## config.mk

```make
export PLATFORM = sky130hd
export DESIGN_NAME = adc_threshold_trigger_ch23
export DESIGN_NICKNAME = d
export VERILOG_FILES = /design/src/inc/trig_pkg.sv /design/src/hw/adc_threshold_trigger_ch23.sv
export SDC_FILE = /design/constraint.sdc
export NUM_CORES = 1
export LEC_CHECK = 0
export BUFFER_PORTS_ARGS = -buffer_cell sky130_fd_sc_hd__clkbuf_2
export CAP_MARGIN = 10
export CELL_PAD_IN_SITES_DETAIL_PLACEMENT = 1
export CELL_PAD_IN_SITES_GLOBAL_PLACEMENT = 1
export CORE_MARGIN = 2
export CORE_UTILIZATION = 39
export DETAILED_ROUTE_END_ITERATION = 8
export PLACE_DENSITY_LB_ADDON = 0.1
export SKIP_CTS_REPAIR_TIMING = 1
export SLEW_MARGIN = 15
export SYNTH_ARGS = -nofsm -noshare
export SYNTH_HDL_FRONTEND = slang
export SYNTH_SLANG_ARGS = --single-unit
```

## constraint.sdc

```tcl
create_clock -name pclk -period 5 [get_ports pclk]
set_input_delay 1.25 -clock pclk [delete_from_list [all_inputs] [get_ports pclk]]
set_output_delay 1.25 -clock pclk [all_outputs]
set_load 0.005 [all_outputs]
```

## src/inc/trig_pkg.sv

```systemverilog
`default_nettype none
package trig_pkg;
  // ==========================================================
  // register map
  localparam logic [11:0] ctrl_off      = 12'h000;
  localparam logic [11:0] stat_off      = 12'h004;
  localparam logic [11:0] mask_off      = 12'h008;
  localparam logic [11:0] level_off     = 12'h00c;
  localparam logic [31:0] ctrl_reset    = 32'h0000_0000;
  localparam logic [31:0] ctrl_rw_mask  = 32'h3fff_cfff;
  // ==========================================================
  // field positions
  localparam int ch3_type_lsb = 28;
  localparam int ch3_thr_lsb  = 16;
  localparam int ch2_type_lsb = 14;
  localparam int ch2_thr_lsb  = 0;
  localparam int stat_w       = 4;
  // ==========================================================
  // trigger type codes
  typedef enum logic [1:0] {
    trig_never = 2'b00,
    trig_above = 2'b01,
    trig_le    = 2'b10
  } trig_type_t;
  typedef struct packed {
    logic        psel;
    logic        penable;
    logic        pwrite;
    logic [11:0] paddr;
    logic [31:0] pwdata;
  } apb_req_t;
  typedef struct packed {
    logic        pready;
    logic        pslverr;
    logic [31:0] prdata;
  } apb_rsp_t;
  typedef struct packed {
    logic [31:0] ctrl;
    logic [3:0]  stat;
    logic [3:0]  mask;
    logic [1:0]  hit;
    logic        comb;
    logic [31:0] rdata;
    logic        err;
  } state_t;
endpackage : trig_pkg
`default_nettype wire

```

## src/hw/adc_threshold_trigger_ch23.sv

```systemverilog
// Behaviour
// - combined trigger is the OR of all four channel trigger results
// - channel three trigger type lives in control bits 29..28, read/write
// - channel three: 00 never, 01 above threshold, 10 at or below
// - channel three 12-bit threshold lives in control bits 27..16
// - channel two trigger type lives in control bits 15..14, read/write
// - one control register enables and sets thresholds for channels two, three
// - channel two 12-bit threshold lives in control bits 11..0
`timescale 1ns/100ps
`default_nettype none
module adc_threshold_trigger_ch23 #(
  parameter int adc_w = 12
) (
  // clock and reset
  input  wire logic              pclk,
  input  wire logic              presetn,
  // apb slave
  input  wire trig_pkg::apb_req_t apb_req,
  output var  trig_pkg::apb_rsp_t apb_rsp,
  // converter readings
  input  wire logic [adc_w-1:0]  analog_channel_two,
  input  wire logic [adc_w-1:0]  analog_channel_three,
  // channel 0/1 results from the companion logic
  input  wire logic [1:0]        ch01_trigger,
  // outputs
  output logic                   combined_trigger,
  output logic                   irq
);
  import trig_pkg::*;

  initial begin
    if (adc_w != 12) $error("adc_w must be 12 to fit the field layout");
  end

  // ==========================================================
  // threshold compare
  function automatic logic hit_f(input logic [1:0] typ, input logic [11:0] rd,
                                 input logic [11:0] thr);
    case (typ)
      trig_above: hit_f = rd > thr;
      trig_le:    hit_f = rd <= thr;
      default:    hit_f = 1'b0;
    endcase
  endfunction : hit_f

  state_t s_q;
  state_t s_d;
  logic        wr;
  logic        rd;
  logic        mapped;
  logic [1:0]  t2;
  logic [1:0]  t3;
  logic [11:0] th2;
  logic [11:0] th3;
  logic [3:0]  ev;
  // channel 0/1 levels one clock back, for their rising edges
  logic [1:0]  prev01_q;

  // ==========================================================
  // next state
  always_comb begin
    s_d    = s_q;
    wr     = apb_req.psel & apb_req.penable & apb_req.pwrite;
    rd     = apb_req.psel & apb_req.penable & ~apb_req.pwrite;
    mapped = apb_req.paddr == ctrl_off || apb_req.paddr == stat_off ||
             apb_req.paddr == mask_off || apb_req.paddr == level_off;
    t3  = s_q.ctrl[ch3_type_lsb +: 2];
    th3 = s_q.ctrl[ch3_thr_lsb +: 12];
    t2  = s_q.ctrl[ch2_type_lsb +: 2];
    th2 = s_q.ctrl[ch2_thr_lsb +: 12];
    s_d.hit[1] = hit_f(t3, analog_channel_three, th3);
    s_d.hit[0] = hit_f(t2, analog_channel_two, th2);
    s_d.comb = |{s_q.hit, ch01_trigger};
    // rising edges of each channel result feed sticky status
    ev = {s_d.hit, ch01_trigger} & ~{s_q.hit, prev01_q};
    s_d.err = 1'b0;
    if (wr && apb_req.paddr == stat_off) begin
      s_d.stat = s_q.stat & ~apb_req.pwdata[stat_w-1:0];
    end
    // set beats clear
    s_d.stat = s_d.stat | ev;
    if (wr) begin
      case (apb_req.paddr)
        ctrl_off: s_d.ctrl = apb_req.pwdata & ctrl_rw_mask;
        mask_off: s_d.mask = apb_req.pwdata[stat_w-1:0];
        default:  s_d.err  = ~mapped;
      endcase
    end
    if (rd) begin
      case (apb_req.paddr)
        ctrl_off:  s_d.rdata = s_q.ctrl;
        stat_off:  s_d.rdata = {28'h0000000, s_q.stat};
        mask_off:  s_d.rdata = {28'h0000000, s_q.mask};
        level_off: s_d.rdata = {28'h0000000, s_q.hit, ch01_trigger};
        default: begin
          s_d.rdata = 32'h0000_0000;
          s_d.err   = 1'b1;
        end
      endcase
    end
  end

  // ==========================================================
  // registers
  always_ff @(posedge pclk or negedge presetn) begin
    if (!presetn) begin
      s_q      <= '{ctrl: ctrl_reset, default: '0};
      prev01_q <= 2'b00;
    end else begin
      s_q      <= s_d;
      prev01_q <= ch01_trigger;
    end
  end

  // zero-wait slave: data is combinational off the current state
  always_comb begin
    apb_rsp.pready  = 1'b1;
    apb_rsp.pslverr = apb_req.psel & apb_req.penable & ~mapped;
    case (apb_req.paddr)
      ctrl_off:  apb_rsp.prdata = s_q.ctrl;
      stat_off:  apb_rsp.prdata = {28'h0000000, s_q.stat};
      mask_off:  apb_rsp.prdata = {28'h0000000, s_q.mask};
      level_off: apb_rsp.prdata = {28'h0000000, s_q.hit, prev01_q};
      default:   apb_rsp.prdata = 32'h0000_0000;
    endcase
  end

  assign combined_trigger = s_q.comb;
  assign irq              = |(s_q.stat & s_q.mask);
endmodule : adc_threshold_trigger_ch23
`default_nettype wire

```

==> impl_metrics.csv <==
group,metric,value,unit
timing,drv_slew,0,
timing,fin_crit,4179,ps
power_and_ir_drop,irDropWorstVdd,0.0001114,V
setup_path,reg2reg_depth,7,
setup_path,critPathMaxStageDelay,680,ps
logic_synthesis,synthesis.area,0.002630,mm2
floorplan,die_x,86.12,um
floorplan,num_io_pins,111,
global_routing,grt_max_degree,42,
power_and_ir_drop,power_density,190.7,mW/mm2
clock_network,htree_levels,2,
detailed_routing,vias,2182,
timing,finalHoldViolCount,0,
global_routing,grt_pass1_vias,2289,
setup_path,critical_path.max_fanout,8,
global_routing,antenna_found_initial,0,
layout,nFillCells,775,
setup_path,cp_data_arrival_time,2930,ps
layout,antenna_cells,0,
timing,setup_tns,0,ps
place,finalWeightedCongestion,0.7269,
logic_synthesis,ys_ff_latch,41,
place,dp_hpwl,5.131,mm
clock_network,insertion_delay,290,ps
power_and_ir_drop,total_power,625.2,uW
run,maxCapViolCount,0,
floorplan,start_util,0.4095,
detailed_routing,drcViolationCount,0,
logic_synthesis,syn_inst,244,
detailed_routing,drtIter0Drc,101,
timing,period_share,0.8358,
logic_synthesis,ys_seq_area_frac,0.3901,
setup_path,critPathMostFrequentCell,"clkbuf_2",
timing,rsz0062_at_grt,"no",
layout,fin_area,0.003278,mm2
layout,utilization,0.5104,
floorplan,core-area,0.006422,mm2
timing,setup_viol,0,
detailed_routing,wl_per_cell,15.12,um
setup_path,critPathLaunchType,"input pin",
clock_network,numCtsBuffers,5,
timing,fin_skew,8.711,ps
place,port_buffers,101,
clock_network,clk_path_buf_depth,2,
global_routing,grt_usage,0.1847,
global_routing,grt-ovfl-total,0,
global_routing,grt_pass1_wl,10.76,mm
clock_network,cts_tree,"built",
timing,slew-limit-headroom,0.6393,
floorplan,rows,29,
detailed_routing,ant_nets,0,
setup_path,required,3750,ps
setup_path,slowest_stage,"or4b_1",
outcome,status,"finished, final reports clean",
floorplan,fp.dieArea,0.007417,mm2
logic_synthesis,synth_cell_types,36,
setup_path,crit_type,"input pin to primary output",
min_path,hold_path_depth,1,
setup_path,crit_path_end_kind,"primary output",
setup_path,crit_chain,"clkbuf_2 > or4_4 > or4b_1 > and3_2 > clkbuf_2",
place,place_area,0.003192,mm2
layout,final_net_count,446,
clock_network,cts_sinks,41,
floorplan,dieHeight,86.12,um
detailed_routing,wirelength,6.426,mm
timing,max_freq,239.3,MHz
detailed_routing,drtPass1Iterations,4,
timing,tightestPinTransition,541.0,ps
clock_network,clkTransAtPathRegs,80,ps
logic_synthesis,syn_area_per_cell,10.78,um2
clock_network,root_buffer,"clkbuf_8",
layout,layout-drive-gt1-share,0.4511,
min_path,hold_path_class,"flop to flop",
layout,area_delta_synth_final,24.64,%
logic_synthesis,synth_warnings,0,
power_and_ir_drop,p_leak,0.001695,uW
detailed_routing,via_per_inst,5.134,
power by group:
group / internal [uW] / total [uW] / switching, uW / leakage [uW]
Clock: 96.6 / 217 / 121 / 0.0000439
Combinational: 38.0 / 74.3 / 36.4 / 0.00112
Sequential: 333 / 334 / 0.781 / 0.000533
Total: 467 / 625 / 158 / 0.00170
synth_stat cells, drive strengths merged:
library cell	count	share of area
dfrtp	41	0.39
clkbuf	2	0.0029
and2b	4	0.013
a21oi	10	0.019
nand2b	5	0.012
conb	2	0.0029
and2	24	0.057
a22oi	2	0.0057
mux4	4	0.034
mux2	30	0.13
mux2i	4	0.015
nand3	1	0.0019
inv	30	0.043
o21a	4	0.011
o21ai	4	0.0076
o211ai	8	0.023
nor2b	2	0.0048
a211oi	2	0.0057
a22o	2	0.0067
nand4	6	0.014
or2	2	0.0048
or4	2	0.0071
nand2	6	0.0086
and3	1	0.0029
buf	10	0.030
nor2	3	0.0043
or4b	1	0.0038
nor4	2	0.0048
or3	1	0.0024
nor4b	1	0.0090
ha	24	0.11
nor3	3	0.0057
and4	1	0.0033
sequential cells by signal, indices dropped and copies added (netlist names):
name,cells
combined_trigger,1
s_q,38
prev01_q,2
worst max-delay path: cells and delay by family:
kind,cells,cell delay [ps]
buffers and inverters,2,190
and+or+nand+nor,3,1490
cells in the final DEF (no fill, tap or decap), types with 2 or more instances in the layout:
cell | netlist | final
nor2b_1 | 2 | 2
dfrtp_1 | 41 | 41
mux2_2 | 30 | 30
a22oi_1 | 2 | 2
nand2_1 | 6 | 6
inv_1 | 30 | 30
nor3_1 | 3 | 3
and2b_2 | 4 | 4
clkbuf_2 | 0 | 101
clkinv_2 | 0 | 2
a211oi_1 | 2 | 2
o21ai_0 | 4 | 4
nand4_1 | 6 | 6
and2_1 | 24 | 24
or2_2 | 2 | 2
buf_4 | 7 | 4
conb_1 | 2 | 5
a21oi_1 | 10 | 10
nor2_1 | 3 | 3
mux4_2 | 4 | 4
clkbuf_8 | 0 | 5
a22o_1 | 2 | 2
ha_1 | 24 | 24
nand2b_1 | 5 | 5
o21a_1 | 4 | 4
o211ai_1 | 8 | 8
mux2i_1 | 4 | 4
logic make-up (layout without fill, tap and decap cells):
group | count (synthesis) | in the layout | share of synthesized area
compound gates | 32 | 32 | 0.07897
fa+ha+maj | 24 | 24 | 0.1142
buf+inv | 42 | 143 | 0.07612
flops | 41 | 41 | 0.3901
mux | 38 | 38 | 0.1779
other cells | 2 | 5 | 0.002855
simple gates | 65 | 65 | 0.1598
layer usage:
layer | global-route usage | routed length [um] | share of wire | up-vias
met2 | 0.3249 | 3233 | 0.50 | 73
met5 | 0 | 0 | 0 | -
met3 | 0.04331 | 430 | 0.067 | 4
li1 | - | - | - | 1045
met1 | 0.2298 | 2707 | 0.42 | 1060
met4 | 0.04040 | 55 | 0.0086 | 0
stage by stage:
stage               std cells  setup slack (ps)  hold slack, ps
floorplan                 247              1122           473.5
global placement          417             836.3           507.3
detailed placement        417             819.1           516.2
CTS                       425             814.3           535.0
global route              425             765.6           556.5
finish                    425             821.2           530.9
area by class of cell:
cell class | count | area (um2) | area share
well taps | 77 | 96.34 | 0.02939
repair buffers | 105 | 535.5 | 0.1634
inverters | 30 | 112.6 | 0.03435
flip-flops and latches | 41 | 1026 | 0.3130
clock inverters | 3 | 17.52 | 0.005344
clock buffers | 5 | 68.82 | 0.02099
multi-input cells | 164 | 1421 | 0.4336
path summary, 6_finish.rpt:
kind / start / end / slack, ps
max reg2reg: s_q[55] / s_q[42] / 3320
max: apb_req[33] / apb_rsp[32] / 820
min reg2reg: s_q[66] / s_q[66] / 530
max in group asynchronous: presetn / s_q[42] / 3600
min in group asynchronous: presetn / s_q[48] / 1030
min: s_q[66] / s_q[66] / 530
(Power assumes the default switching activity.)
